File: src/cri_pkg.sv
// package of constants and types for the core register indirect access block
`default_nettype none
package cri_pkg;
  // ==========================================================
  // register map, byte addresses
  localparam int          CRI_AXI_AW        = 12;
  localparam logic [11:0] CRI_OFF_REQ       = 12'h000;
  localparam logic [11:0] CRI_OFF_VALUE     = 12'h004;
  localparam logic [11:0] CRI_OFF_INT_STS   = 12'h008;
  localparam logic [11:0] CRI_OFF_INT_MASK  = 12'h00C;
  localparam logic [11:0] CRI_OFF_WR_DATA   = 12'h010;

  // ==========================================================
  // request register fields
  localparam int          CRI_BIT_REQ       = 31;
  localparam int          CRI_BIT_ABORT     = 30;
  localparam int          CRI_ADDR_HI       = 9;
  localparam int          CRI_ADDR_LO       = 2;
  localparam int          CRI_CADDR_W       = 8;
  localparam int          CRI_CDATA_W       = 16;
  localparam logic [31:0] CRI_REQ_RESET     = 32'h0000_0000;
  localparam logic [31:0] CRI_VALUE_RESET   = 32'h0000_0000;

  // ==========================================================
  // interrupt status bits
  localparam int          CRI_EVT_W         = 3;
  localparam int          CRI_EVT_RD_DONE   = 0;
  localparam int          CRI_EVT_WR_DONE   = 1;
  localparam int          CRI_EVT_ABORTED   = 2;
  localparam logic [2:0]  CRI_MASK_RESET    = 3'h0;

  // ==========================================================
  // bus answers
  localparam logic [1:0]  CRI_RESP_OKAY     = 2'h0;
  localparam logic [1:0]  CRI_RESP_SLVERR   = 2'h2;

  // access engine states
  typedef enum logic [1:0] {
    CRI_IDLE  = 2'b00,
    CRI_READ  = 2'b01,
    CRI_WRITE = 2'b10,
    CRI_ABORT = 2'b11
  } cri_state_e;

  // request toward the core register port
  typedef struct packed {
    logic        valid;
    logic        we;
    logic [7:0]  addr;
    logic [15:0] wdata;
  } cri_core_req_s;

  // answer from the core register port
  typedef struct packed {
    logic        ack;
    logic [15:0] rdata;
  } cri_core_rsp_s;
endpackage
`default_nettype wire

File: src/cri_top.sv
// indirect access port to the usb device core registers, axi4-lite slave
//
// Summary of operation
// - writing request bit starts a core read
// - read done: request self clears, done flag set
// - request bit reads 1 during core write
// - abort bit stops access, clears request bit
// - abort bit clears itself after abort completes
// - address field bits 9:2 select core word
// - 16-bit result lands in value bits 15:0
`default_nettype none
module cri_top import cri_pkg::*; (
  input  wire logic                  aclk,
  input  wire logic                  aresetn,
  // axi4-lite slave
  input  wire logic [CRI_AXI_AW-1:0] s_axi_awaddr,
  input  wire logic                  s_axi_awvalid,
  output logic                       s_axi_awready,
  input  wire logic [31:0]           s_axi_wdata,
  input  wire logic [3:0]            s_axi_wstrb,
  input  wire logic                  s_axi_wvalid,
  output logic                       s_axi_wready,
  output logic [1:0]                 s_axi_bresp,
  output logic                       s_axi_bvalid,
  input  wire logic                  s_axi_bready,
  input  wire logic [CRI_AXI_AW-1:0] s_axi_araddr,
  input  wire logic                  s_axi_arvalid,
  output logic                       s_axi_arready,
  output logic [31:0]                s_axi_rdata,
  output logic [1:0]                 s_axi_rresp,
  output logic                       s_axi_rvalid,
  input  wire logic                  s_axi_rready,
  // core register port, same clock
  output cri_core_req_s              core_req,
  input  wire cri_core_rsp_s         core_rsp,
  output logic                       irq
);
  // ==========================================================
  // bus side state
  logic                  awready_q, awready_d;
  logic                  aw_vld_q, aw_vld_d;
  logic [CRI_AXI_AW-1:0] awaddr_q, awaddr_d;
  logic                  wready_q, wready_d;
  logic                  w_vld_q, w_vld_d;
  logic [31:0]           wdata_q, wdata_d;
  logic [3:0]            wstrb_q, wstrb_d;
  logic                  bvalid_q, bvalid_d;
  logic [1:0]            bresp_q, bresp_d;
  logic                  arready_q, arready_d;
  logic                  rvalid_q, rvalid_d;
  logic [31:0]           rdata_q, rdata_d;
  logic [1:0]            rresp_q, rresp_d;

  // ==========================================================
  // engine state
  cri_state_e            state_q, state_d;
  logic [7:0]            caddr_q, caddr_d;
  logic [15:0]           cwdata_q, cwdata_d;
  logic [15:0]           value_q, value_d;
  cri_core_req_s         creq_q, creq_d;

  // strobes and events
  logic                  do_wr;
  logic                  ar_take;
  logic                  wr_map;
  logic [31:0]           wr_word;
  logic [CRI_EVT_W-1:0]  evt;
  logic                  sts_rd;
  logic                  mask_wr;
  logic [CRI_EVT_W-1:0]  sts;
  logic [CRI_EVT_W-1:0]  msk;
  logic                  irq_q;

  // merge the write data into a word under the byte strobes
  function automatic logic [31:0] merge_strb(input logic [31:0] old,
                                             input logic [31:0] nw,
                                             input logic [3:0]  strb);
    logic [31:0] res;
    res = old;
    for (int i = 0; i < 4; i++) begin
      if (strb[i]) begin
        res[i*8 +: 8] = nw[i*8 +: 8];
      end
    end
    return res;
  endfunction

  // current contents of the request register as software sees it
  function automatic logic [31:0] req_word(input cri_state_e st,
                                           input logic [7:0] ad);
    logic [31:0] res;
    res = CRI_REQ_RESET;
    res[CRI_BIT_REQ]   = (st == CRI_READ) || (st == CRI_WRITE);
    res[CRI_BIT_ABORT] = (st == CRI_ABORT);
    res[CRI_ADDR_HI:CRI_ADDR_LO] = ad;
    return res;
  endfunction

  // ==========================================================
  // write channel: address and data taken in either order
  always_comb begin
    do_wr    = aw_vld_q && w_vld_q && !bvalid_q;
    aw_vld_d = aw_vld_q ? !do_wr : (s_axi_awvalid && awready_q);
    w_vld_d  = w_vld_q ? !do_wr : (s_axi_wvalid && wready_q);
    awaddr_d = (s_axi_awvalid && awready_q) ? s_axi_awaddr : awaddr_q;
    wdata_d  = (s_axi_wvalid && wready_q) ? s_axi_wdata : wdata_q;
    wstrb_d  = (s_axi_wvalid && wready_q) ? s_axi_wstrb : wstrb_q;
    awready_d = !aw_vld_d;
    wready_d  = !w_vld_d;
    wr_map   = (awaddr_q == CRI_OFF_REQ) || (awaddr_q == CRI_OFF_INT_MASK)
            || (awaddr_q == CRI_OFF_WR_DATA) || (awaddr_q == CRI_OFF_VALUE)
            || (awaddr_q == CRI_OFF_INT_STS);
    bvalid_d = bvalid_q ? !s_axi_bready : do_wr;
    bresp_d  = do_wr ? (wr_map ? CRI_RESP_OKAY : CRI_RESP_SLVERR) : bresp_q;
  end

  // ==========================================================
  // read channel: one answer outstanding, data one edge after address
  always_comb begin
    ar_take   = s_axi_arvalid && arready_q;
    rvalid_d  = rvalid_q ? !s_axi_rready : ar_take;
    arready_d = !rvalid_d;
    rdata_d   = rdata_q;
    rresp_d   = rresp_q;
    sts_rd    = 1'b0;
    if (ar_take) begin
      rresp_d = CRI_RESP_OKAY;
      unique case (s_axi_araddr)
        CRI_OFF_REQ:      rdata_d = req_word(state_q, caddr_q);
        CRI_OFF_VALUE:    rdata_d = {16'h0000, value_q};
        CRI_OFF_INT_STS: begin
          rdata_d = {{(32-CRI_EVT_W){1'b0}}, sts};
          sts_rd  = 1'b1;
        end
        CRI_OFF_INT_MASK: rdata_d = {{(32-CRI_EVT_W){1'b0}}, msk};
        CRI_OFF_WR_DATA:  rdata_d = {16'h0000, cwdata_q};
        default: begin
          rdata_d = 32'h0000_0000;
          rresp_d = CRI_RESP_SLVERR;
        end
      endcase
    end
  end

  // ==========================================================
  // access engine; unused bits read zero, which is harmless
  always_comb begin
    state_d  = state_q;
    caddr_d  = caddr_q;
    cwdata_d = cwdata_q;
    value_d  = value_q;
    creq_d   = creq_q;
    evt      = '0;
    mask_wr  = 1'b0;
    wr_word  = 32'h0000_0000;
    unique case (state_q)
      CRI_READ: begin
        if (core_rsp.ack) begin
          value_d                = core_rsp.rdata;
          creq_d.valid           = 1'b0;
          state_d                = CRI_IDLE;
          evt[CRI_EVT_RD_DONE]   = 1'b1;
        end
      end
      CRI_WRITE: begin
        if (core_rsp.ack) begin
          creq_d.valid           = 1'b0;
          state_d                = CRI_IDLE;
          evt[CRI_EVT_WR_DONE]   = 1'b1;
        end
      end
      CRI_ABORT: begin
        // request already dropped; abort bit falls back now
        state_d                  = CRI_IDLE;
        evt[CRI_EVT_ABORTED]     = 1'b1;
      end
      CRI_IDLE: ;
    endcase
    if (do_wr) begin
      unique case (awaddr_q)
        CRI_OFF_REQ: begin
          wr_word = merge_strb(req_word(state_q, caddr_q), wdata_q, wstrb_q);
          if (wr_word[CRI_BIT_ABORT]) begin
            // abort beats everything, data left as-is
            creq_d.valid = 1'b0;
            state_d      = CRI_ABORT;
          end else if (state_q == CRI_IDLE) begin
            // a busy engine ignores new requests
            caddr_d = wr_word[CRI_ADDR_HI:CRI_ADDR_LO];
            if (wr_word[CRI_BIT_REQ]) begin
              creq_d  = '{valid: 1'b1, we: 1'b0, addr: caddr_d,
                          wdata: 16'h0000};
              state_d = CRI_READ;
            end
          end
        end
        CRI_OFF_WR_DATA: begin
          if (state_q == CRI_IDLE) begin
            wr_word  = merge_strb({16'h0000, cwdata_q}, wdata_q, wstrb_q);
            cwdata_d = wr_word[15:0];
            creq_d   = '{valid: 1'b1, we: 1'b1, addr: caddr_q,
                         wdata: cwdata_d};
            state_d  = CRI_WRITE;
          end
        end
        CRI_OFF_INT_MASK: mask_wr = wstrb_q[0];
        default: ;
      endcase
    end
  end

  // ==========================================================
  // registers
  always_ff @(posedge aclk) begin
    if (!aresetn) begin
      awready_q <= 1'b1;
      aw_vld_q  <= 1'b0;
      awaddr_q  <= '0;
      wready_q  <= 1'b1;
      w_vld_q   <= 1'b0;
      wdata_q   <= 32'h0000_0000;
      wstrb_q   <= 4'h0;
      bvalid_q  <= 1'b0;
      bresp_q   <= CRI_RESP_OKAY;
      arready_q <= 1'b1;
      rvalid_q  <= 1'b0;
      rdata_q   <= 32'h0000_0000;
      rresp_q   <= CRI_RESP_OKAY;
      state_q   <= CRI_IDLE;
      caddr_q   <= 8'h00;
      cwdata_q  <= 16'h0000;
      value_q   <= CRI_VALUE_RESET[15:0];
      creq_q    <= '0;
    end else begin
      awready_q <= awready_d;
      aw_vld_q  <= aw_vld_d;
      awaddr_q  <= awaddr_d;
      wready_q  <= wready_d;
      w_vld_q   <= w_vld_d;
      wdata_q   <= wdata_d;
      wstrb_q   <= wstrb_d;
      bvalid_q  <= bvalid_d;
      bresp_q   <= bresp_d;
      arready_q <= arready_d;
      rvalid_q  <= rvalid_d;
      rdata_q   <= rdata_d;
      rresp_q   <= rresp_d;
      state_q   <= state_d;
      caddr_q   <= caddr_d;
      cwdata_q  <= cwdata_d;
      value_q   <= value_d;
      creq_q    <= creq_d;
    end
  end

  // ==========================================================
  // interrupt status, mask and line
  cri_evt_irq #(
    .W          (CRI_EVT_W)
  ) u_evt_irq (
    .aclk       (aclk),
    .aresetn    (aresetn),
    .evt        (evt),
    .rd_clr     (sts_rd),
    .mask_wr    (mask_wr),
    .mask_wdata (wdata_q[CRI_EVT_W-1:0]),
    .status_q   (sts),
    .mask_q     (msk),
    .irq_q      (irq_q)
  );

  // outputs, all straight from flops
  assign s_axi_awready = awready_q;
  assign s_axi_wready  = wready_q;
  assign s_axi_bvalid  = bvalid_q;
  assign s_axi_bresp   = bresp_q;
  assign s_axi_arready = arready_q;
  assign s_axi_rvalid  = rvalid_q;
  assign s_axi_rdata   = rdata_q;
  assign s_axi_rresp   = rresp_q;
  assign core_req      = creq_q;
  assign irq           = irq_q;
endmodule // cri_top
`default_nettype wire

File: src/cri_evt_irq.sv
// sticky event status with read clear, mask and one level interrupt
`default_nettype none
module cri_evt_irq import cri_pkg::*; #(
  parameter int W = 3
) (
  input  wire logic         aclk,
  input  wire logic         aresetn,
  input  wire logic [W-1:0] evt,
  input  wire logic         rd_clr,
  input  wire logic         mask_wr,
  input  wire logic [W-1:0] mask_wdata,
  output logic      [W-1:0] status_q,
  output logic      [W-1:0] mask_q,
  output logic              irq_q
);
  logic [W-1:0] status_d;
  logic [W-1:0] mask_d;
  logic         irq_d;

  // ==========================================================
  // next state: a set in the clearing cycle survives the clear
  always_comb begin
    status_d = (rd_clr ? '0 : status_q) | evt;
    mask_d   = mask_wr ? mask_wdata : mask_q;
    irq_d    = |(status_d & mask_d);
  end

  always_ff @(posedge aclk) begin
    if (!aresetn) begin
      status_q <= '0;
      mask_q   <= W'(CRI_MASK_RESET);
      irq_q    <= 1'b0;
    end else begin
      status_q <= status_d;
      mask_q   <= mask_d;
      irq_q    <= irq_d;
    end
  end
endmodule // cri_evt_irq
`default_nettype wire

File: config.mk
export PLATFORM = sky130hd
export DESIGN_NAME = cri_top
export DESIGN_NICKNAME = d
export VERILOG_FILES = /design/src/cri_pkg.sv /design/src/cri_top.sv /design/src/cri_evt_irq.sv
export SDC_FILE = /design/constraint.sdc
export NUM_CORES = 1
export LEC_CHECK = 0
export BUFFER_PORTS_ARGS = -buffer_cell sky130_fd_sc_hd__buf_2
export CORE_UTILIZATION = 53
export CTS_BUF_LIST = sky130_fd_sc_hd__clkbuf_16
export CTS_CLUSTER_SIZE = 40
export DETAILED_ROUTE_END_ITERATION = 10
export MAX_ROUTING_LAYER = met4
export PLACE_DENSITY_LB_ADDON = 0.2
export SLEW_MARGIN = 20
export SYNTH_ARGS = -nofsm -noshare
export SYNTH_HDL_FRONTEND = slang
export SYNTH_HIERARCHICAL = 1
export SYNTH_SLANG_ARGS = --single-unit
File: constraint.sdc
create_clock -name aclk -period 3.1 [get_ports aclk]
set_clock_uncertainty 0.1 [all_clocks]
set_input_delay 0.465 -clock aclk [delete_from_list [all_inputs] [get_ports aclk]]
set_output_delay 0.465 -clock aclk [all_outputs]
set_load 0.05 [all_outputs]
Word level (Yosys, flattened, before mapping) --
Index checks and enable logic that the tools add are counted.
Cells by class: divide/modulo/power cells 0, reduce and logical (&&, ||, !) cells 28, multipliers 0, magnitude comparators 0, shift operators 0, equality and inequality tests 15, multiplexer cells 41, bitwise operators 3, $add $sub $neg 0
Operator list (count):
- case mux 32 bit (5 select lines) | 1
- 2-to-1 mux 26 bit | 4
- case mux 26 bit (2 select lines) | 1
- == test 12 x 4 -> 1 bit (second input constant) | 4
- 2-to-1 mux 8 bit | 6
- 2-to-1 mux 25 bit | 1
- == test 12 x 3 -> 1 bit (second input constant) | 2
- == test 12 x 5 -> 1 bit (second input constant) | 2
- zero test 12 bit | 2
- 2-to-1 mux 2 bit | 9
- 2-to-1 mux 1 bit | 15
- case mux 2 bit (2 select lines) | 2
- zero test 1 bit | 7
- 2-to-1 mux 3 bit | 2
- inequality test 2 x 1 -> 1 bit (second input constant) | 3
- AND reduction 6 bit | 1
- logical AND 1 bit | 5
- logical OR 1 bit | 5
- OR reduction 5 bit | 1
- == test 2 bit (second input constant) | 2
- AND reduction 4 bit | 1
- AND 3 bit | 1
- bitwise OR 3 bit | 1
- AND reduction 3 bit | 1
- 8 further kinds | 8
Word-level totals: bits in writable memories 0, logic and storage cells 111, flip-flop bits (word level) 166, bits in latches 0, output and inout bits 68, memories 0, bits in read-only memories 0

Logic depth before layout (Yosys ltp) --
Gate-level depths: netlist of run 1.
depth after elaboration 10, mapped depth 8, depth with buffers taken out 6

Hierarchy --
The synthesis of run 1 kept the hierarchy.
By module, submodules not included:
- cri_top | sequential area each 2562.5 sq um, cells an instance 671, instances 1, area an instance 5708.0 sq um
- cri_evt_irq | sequential area each 140.1 sq um, cells an instance 23, instances 1, area an instance 282.8 sq um

Worst setup path before layout of run 1 --
OpenSTA, ideal clock, no wires.
kind register to register, start point register awaddr_q[9], end point register u_evt_irq.irq_q, setup slack 0.551 ns, buffers on the path 2, arrival 2.322 ns, cell stages (with the launch flop) 9, cell sequence dfxtp_1 -> or4_1 -> buf_2 -> or4_1 -> buf_2 -> nor2_1 -> mux2_4 -> o211ai_2 -> o211ai_2
On the way: longest elaborated chain between the ends 6
RTL lines:
- start: declaration | line cri_top.sv:42 | logic [CRI_AXI_AW-1:0] awaddr_q, awaddr_d;
- start signal: assignment | line cri_top.sv:237 | awaddr_q <= awaddr_d;
- == test 12 x 4 -> 1 bit | line cri_top.sv:180 | unique case (awaddr_q)
- 2-to-1 mux 1 bit | line cri_top.sv:180
- 2-to-1 mux 1 bit | line cri_top.sv:179 | if (do_wr) begin
- via mask_wr | line cri_top.sv:69 | logic mask_wr;
- 2-to-1 mux 3 bit | line cri_evt_irq.sv:24 | mask_d = mask_wr ? mask_wdata : mask_q;
- AND 3 bit | line cri_evt_irq.sv:25 | irq_d = |(status_d & mask_d);
- OR reduction 3 bit | line cri_evt_irq.sv:25
- end signal: assignment | line cri_evt_irq.sv:36 | irq_q <= irq_d;
- end: declaration | line cri_evt_irq.sv:14 | output logic irq_q
The timed path passes the listed nets, and every way through them passes these cells. A chain may end at the register's enable or synchronous reset.

Final worst setup path of run 1 --
Ends and elaborated chain as after synthesis.

==> results.yml, run 1 <==
clocking:
  cts.path.max_buffers: 2
  clock_pin_slew_worst_setup_and_hold_paths_ns: 0.06
  ctsRootBufferMaster: "sky130_fd_sc_hd__clkbuf_16"
  setup_fix_buffers_added_after_clock_tree_synthesis: 0
  tritoncts_clock_tree: "done"
  clock_insertion_delay_worst_skew_ns: 0.43
  cts_hold_buf: 0
  cts-resized-gates: 0
  htree_num_levels: 4
  clock_sinks: 135
  tritoncts.num_buffers: 17
pwr:
  power.ir.vdd_worst_mv: 0.5721
  cellPowerDensity_nw_per_um2: 574.2
  leakage_nw: 2.952
critical_path:
  critPathRequiredTime_ns: 3.30
  worst-setup-path-type: "reg -> reg"
  path_max_fanout: 3
  worstPathArrival_ns: 2.85
  startpoint_type: "flop"
  worstSetupEndpointType: "flop"
detailed_routing:
  postRouteAntennaNets: 0
  drt-wirelength-per-cell_um: 16.62
  avgViaCountPerCell: 5.744
  dr_total_vias: 5491
  totalWireLength_mm: 15.89
  dr.pass1.iters: 6
  drc: 0
  drt_first_iter_violations: 386
timing:
  finalWorstPathRequiredPeriod_ns: 2.646
  setup-violations-final: 0
  report.final.hold_viol_count: 0
  timing_max_transition_violations_final: 0
  setup_repair_after_global_routing_missed_its_margin: "false"
  max-slew-margin-rel: 0.2592
  min_period_over_period: 0.8536
  hold_ws_ns: 0.1751
  fmax_ghz: 0.3779
  fin_setup_tns_ns: 0
  worst_pin_slew_ns: 1.107
logic_synthesis:
  synth.ff_latch_count: 135
  yosys.cell_types.count: 60
  synth_enable_flop_cells: 0
  ys_async_sr_fraction: 0
  post_synth_inst_count: 694
  postSynth.topFlopCell: "sky130_fd_sc_hd__dfxtp_1"
  synth.avg_cell_area_um2: 8.632
  syn-cell-area_um2: 5991
  synthesis.yosys.warnings: 6
  synth_seq_area_share: 0.4511
hold_path:
  worstHoldPathType: "in -> reg"
global_route:
  wire_length_of_the_first_global_routing_pass_mm: 25.23
  antenna_found_initial: 0
  globalRoute.totalOverflow: 0
  grt_max_degree: 43
  first_global_vias: 5071
  grt_util_all_layers: 0.2908
place:
  io_buffer_count: 120
  gpl.final_weighted_congestion: 0.8634
  dpl.hpwl_mm: 11.47
cells_and_area:
  antenna_cells: 0
  drive_gt1_frac: 0.2304
  final_net_count: 892
  flow.area_growth_from_synthesis_pct: 20.78
die:
  start_util: 0.5478
  die_area_um2: 11730
  row_count: 38
  die_y_um: 108.3
  io_pins: 152
  die_w_um: 108.3
  core-area_um2: 10940
outcome:
  run_status: "finished, final reports clean"
job:
  cap_viol_max_count: 0
-- power by group --
part	total, W	switching, W	internal [W]
Clock	0.00196	0.000776	0.00118
Combinational	0.000378	0.000268	0.000111
Sequential	0.00182	0.0000420	0.00177
Total	0.00415	0.00109	0.00307
-- layout make-up --
| class | instances | area, µm² |
|---|---|---|
| clock buffer | 17 | 425.4 |
| inverter | 18 | 67.56 |
| fill | 934 | 3700 |
| timing repair buffer | 138 | 735.7 |
| sequential | 135 | 2703 |
| clock inverter | 15 | 152.6 |
| multi-input combinational | 493 | 2977 |
| tap | 140 | 175.2 |
-- Yosys cell counts, types with 2 or more instances --
cell type | number | area, µm²
sky130_fd_sc_hd__mux2_2 | 8 | 90.09
sky130_fd_sc_hd__buf_4 | 16 | 120.1
sky130_fd_sc_hd__buf_2 | 3 | 15.01
sky130_fd_sc_hd__o211ai_1 | 8 | 60.06
sky130_fd_sc_hd__ha_1 | 5 | 62.56
sky130_fd_sc_hd__nor2_1 | 10 | 37.54
sky130_fd_sc_hd__o211ai_2 | 3 | 37.54
sky130_fd_sc_hd__a31oi_1 | 8 | 50.05
sky130_fd_sc_hd__or2_2 | 2 | 12.51
sky130_fd_sc_hd__dfxtp_1 | 135 | 2703
sky130_fd_sc_hd__o21a_1 | 3 | 22.52
sky130_fd_sc_hd__inv_1 | 17 | 63.81
sky130_fd_sc_hd__o21ai_0 | 24 | 120.1
sky130_fd_sc_hd__and3_1 | 2 | 12.51
sky130_fd_sc_hd__mux2i_1 | 43 | 430.4
sky130_fd_sc_hd__or4_1 | 4 | 30.03
sky130_fd_sc_hd__o22a_1 | 2 | 17.52
sky130_fd_sc_hd__and2b_1 | 3 | 22.52
sky130_fd_sc_hd__a22oi_1 | 3 | 22.52
sky130_fd_sc_hd__o41ai_1 | 8 | 70.07
sky130_fd_sc_hd__nor3b_1 | 2 | 15.01
sky130_fd_sc_hd__and3b_1 | 2 | 17.52
sky130_fd_sc_hd__buf_1 | 10 | 37.54
sky130_fd_sc_hd__clkbuf_1 | 34 | 127.6
sky130_fd_sc_hd__o2bb2ai_1 | 16 | 140.1
sky130_fd_sc_hd__o31ai_1 | 9 | 67.56
sky130_fd_sc_hd__a32oi_1 | 6 | 52.55
sky130_fd_sc_hd__nor4_1 | 4 | 25.02
sky130_fd_sc_hd__a22o_1 | 7 | 61.31
sky130_fd_sc_hd__a21oi_1 | 65 | 325.3
sky130_fd_sc_hd__or3_1 | 5 | 31.28
sky130_fd_sc_hd__nor3_1 | 5 | 25.02
sky130_fd_sc_hd__nand2_1 | 158 | 593.1
sky130_fd_sc_hd__nand2b_1 | 2 | 12.51
sky130_fd_sc_hd__nand4_1 | 13 | 81.33
sky130_fd_sc_hd__mux2_4 | 2 | 30.03
sky130_fd_sc_hd__nor2b_1 | 6 | 37.54
sky130_fd_sc_hd__nand3_1 | 12 | 60.06
sky130_fd_sc_hd__nor4_2 | 2 | 25.02
sky130_fd_sc_hd__and2_1 | 6 | 37.54
sky130_fd_sc_hd__nand3b_1 | 2 | 15.01
-- worst paths after layout --
kind	cells past startpoint	slack, ns	to	start
worst max-delay path	6	0.45	u_evt_irq/irq_q	awaddr_q[9]
worst min-delay path	3	0.18	value_q[12]	core_rsp[12]
worst max register to register	6	0.45	u_evt_irq/irq_q	awaddr_q[9]
worst min register to register	1	0.35	core_req[13]	core_req[13]
-- layer usage --
layer,track usage,wire (µm)
met5,-,0
met4,0.1091,336
met3,0.07776,1109
met2,0.4436,7459
met1,0.3684,6983
-- critical path: stages, from the launching register on --
cell and delay, ns:
sky130_fd_sc_hd__dfxtp_1 0.32, sky130_fd_sc_hd__or4_1 0.58, sky130_fd_sc_hd__or4_1 0.56, sky130_fd_sc_hd__nor2_1 0.44
sky130_fd_sc_hd__mux2_4 0.36, sky130_fd_sc_hd__o211ai_2 0.08, sky130_fd_sc_hd__o211ai_2 0.10
-- per-stage QoR --
stage / utilization / power (W) / instance area (µm²) / setup slack, ns / cells
2_1_floorplan: - / 0.002119 / 6047 / 0.5513 / 709
3_3_place_gp: 0.6088 / 0.002212 / 6658 / 0.5627 / 924
3_5_place_dp: 0.6088 / 0.002223 / 6658 / 0.5414 / 924
4_1_cts: 0.6617 / 0.004162 / 7236 / 0.4707 / 956
5_1_grt: 0.6617 / 0.004289 / 7236 / 0.3941 / 956
6_report: 0.6617 / 0.004155 / 7236 / 0.4539 / 956
-- state kept, by name (all words and copies together) (netlist names), 8 cells and up --
name	cells
caddr_q	8
core_req	26
cwdata_q	16
awaddr_q	12
value_q	16
wdata_q	18
s_axi_rdata	18
-- placed cells by master (no fill, tap or decap), drive strengths merged, types with 9 or more instances in the layout --
cell,n
a21oi,65
nor2,11
o31ai,9
conb,16
o21ai,24
o211ai,11
buf,138
nand3,12
nand4,13
o2bb2ai,16
nand2,158
mux2i,43
dfxtp,135
clkbuf,17
inv,21
mux2,10
-- cells by family (layout without fill, tap and decap cells) --
| family | count (synthesis) | after routing | share of synthesized area |
|---|---|---|---|
| other cells | 1 | 16 | 0.0006260 |
| fa+ha+maj | 5 | 5 | 0.01044 |
| compound gates | 172 | 172 | 0.1901 |
| buf+inv | 81 | 188 | 0.06140 |
| simple gates | 246 | 246 | 0.1907 |
| flops | 135 | 135 | 0.4511 |
| mux | 54 | 54 | 0.09566 |
Note: power is estimated with default switching activity, not from simulation.
==> run 2, diff against run 1 <==
==> constraint.sdc (replaced) <==
create_clock -name aclk -period 2.9 [get_ports aclk]
set_clock_uncertainty 0.1 [all_clocks]
set_input_delay 0.435 -clock aclk [delete_from_list [all_inputs] [get_ports aclk]]
set_output_delay 0.435 -clock aclk [all_outputs]
set_load 0.005 [all_outputs]
==> run 2 against run 1 <==
  * Clock power rose by 8%
  * Cell area is 0.43% higher
  * Sequential share of layout area down 0.16 points
  * Highest routed layer unchanged
  * Cell count is 0.42% higher
==> results.yml, run 2 (synthesized netlist as in run 1, its figures left out) <==
outcome:
  run_status: "finished, final reports clean"
pwr:
  power.ir.vdd_worst_mv: 0.5059
  cellPowerDensity_nw_per_um2: 605.2
  leakage_nw: 2.974
  totalPowerFinal_w: 0.004398
  seqPwrFrac: 0.440
  power.net_switching_w: 0.001110
  sw_frac_of_total: 0.2525
  clkPwrFrac: 0.481
  p_int_w: 0.003287
  combinationalPowerShare: 0.079
critical_path:
  critPathRequiredTime_ns: 3.10
  reg2reg_slack_ns: 0.29
  critical_path.reg2reg.startpoint: "awaddr_q[9]"
  list_of_cells_traversed_by_the_critical_path: "or4_1, or4_1, nor2_1, buf_4, mux2_4, o211ai_2, o211ai_2"
  worstSetupEndpointType: "flop"
  critical-path-max-stage-delay_ns: 0.68
  worst-path-buf-inv: 1
  startpoint_type: "flop"
  path_max_fanout: 7
  critical_path.slowest_cell: "sky130_fd_sc_hd__or4_1"
  rr_worst_depth: 7
  r2r_end: "u_evt_irq/irq_q"
  worst-setup-path-type: "reg -> reg"
  path_depth: 7
  crit_family: "simple AND/OR/NAND/NOR gates"
  worstPathArrival_ns: 2.81
clocking:
  clock_sinks: 135
  clock_pin_slew_worst_setup_and_hold_paths_ns: 0.06
  cts-resized-gates: 0
  clock_insertion_delay_worst_skew_ns: 0.42
  tritoncts_clock_tree: "done"
  tritoncts.num_buffers: 17
  setup_fix_buffers_added_after_clock_tree_synthesis: 0
  cts.path.max_buffers: 2
  cts_hold_buf: 0
  htree_num_levels: 4
  ctsRootBufferMaster: "sky130_fd_sc_hd__clkbuf_16"
timing:
  finalWorstPathRequiredPeriod_ns: 2.606
  worst_pin_slew_ns: 0.9814
  fmax_ghz: 0.3837
  fin_setup_tns_ns: 0
  setup_slack_of_the_critical_path_after_layout_ns: 0.2936
  min_period_over_period: 0.8988
  max-slew-margin-rel: 0.3433
  report.final.hold_viol_count: 0
  setup-violations-final: 0
  timing_max_transition_violations_final: 0
  setup_repair_after_global_routing_missed_its_margin: "false"
die:
  die_w_um: 108.3
  row_count: 38
  core-area_um2: 10940
  start_util: 0.5478
  die_y_um: 108.3
  die_area_um2: 11730
  io_pins: 152
cells_and_area:
  mostFrequentLayoutCell: "sky130_fd_sc_hd__nand2_1"
  drive_gt1_frac: 0.2354
  layout.cells.most_common_list: "sky130_fd_sc_hd__nand2_1 (158), sky130_fd_sc_hd__dfxtp_1 (135), sky130_fd_sc_hd__buf_2 (120), sky130_fd_sc_hd__a21oi_1 (65), sky130_fd_sc_hd__mux2i_1 (43)"
  largest_reg_flops: 26
  final_net_count: 896
  flow.area_growth_from_synthesis_pct: 21.30
  antenna_cells: 0
detailed_routing:
  postRouteAntennaNets: 0
  drt-wirelength-per-cell_um: 16.84
  dr.pass1.iters: 5
  dr_total_vias: 5440
  drt_first_iter_violations: 405
  drc: 0
  totalWireLength_mm: 16.16
  avgViaCountPerCell: 5.667
hold_path:
  worst_hold_path.num_cells: 3
  worstHoldPathType: "in -> reg"
  holdPathEnd: "awaddr_q[1]"
  hold_start: "s_axi_awaddr[1]"
global_route:
  grt_max_degree: 54
  grt.met3_usage: 0.05787
  wire_length_of_the_first_global_routing_pass_mm: 25.36
  first_global_vias: 5170
  grt_util_met2: 0.4572
  grt-busiest-layer: "met2"
  grt_util_all_layers: 0.2941
  use_met1: 0.3628
  globalRoute.totalOverflow: 0
  antenna_found_initial: 0
place:
  dpl.hpwl_mm: 11.56
  dp_slack_ns: 0.3258
  io_buffer_count: 120
  gpl.final_weighted_congestion: 0.8752
job:
  cap_viol_max_count: 0
## run 2: cell type report
class	count	area [µm²]
Fill cell	900	3669
Multi-Input combinational cell	493	2977
Sequential cell	135	2703
Timing Repair Buffer	142	765.7
Clock buffer	17	425.4
Tap cell	140	175.2
Clock inverter	15	153.9
Inverter	18	67.56
## run 2: power by group through the flow
stage               logic (W)  registers [W]  clock network [W]
global route         0.000384        0.00194            0.00220
global placement     0.000330        0.00197                  0
detailed placement   0.000339        0.00197                  0
finish               0.000347        0.00194            0.00211
floorplan            0.000236        0.00196                  0
CTS                  0.000343        0.00193            0.00212
## run 2: tightest hold or removal path, delay by kind of cell
kind | cells | cell delay (ns)
and+or+nand+nor | 1 | 0.04
buffers and inverters | 1 | 0.09
AOI/OAI and AO/OA | 1 | 0.05
## run 2: per-layer routing
layer | wire length (µm) | part of all wire
met1 | 7106 | 0.44
met4 | 499 | 0.031
met2 | 7397 | 0.46
met3 | 1161 | 0.072
met5 | 0 | 0
## run 2: through the flow
step / hold slack [ns] / cells / util / area, µm²
finish: 0.1477 / 960 / 0.6645 / 7267
global route: 0.1489 / 960 / 0.6645 / 7267
CTS: 0.1397 / 960 / 0.6645 / 7267
detailed placement: 0.3417 / 928 / 0.6116 / 6688
global placement: 0.3375 / 928 / 0.6116 / 6688
floorplan: 0.3308 / 709 / - / 6047
## run 2: how the worst max path moves through the flow
stage	from	endpoint	slack, ns
final	awaddr_q[9]	u_evt_irq/irq_q	0.29
after global routing	state_q[1]	core_req[22]	0.20
after CTS	awaddr_q[9]	u_evt_irq/irq_q	0.31
after detailed placement	awaddr_q[9]	u_evt_irq/irq_q	0.33
after global placement	awaddr_q[9]	u_evt_irq/irq_q	0.35
after floorplan	awaddr_q[9]	u_evt_irq/irq_q	0.35
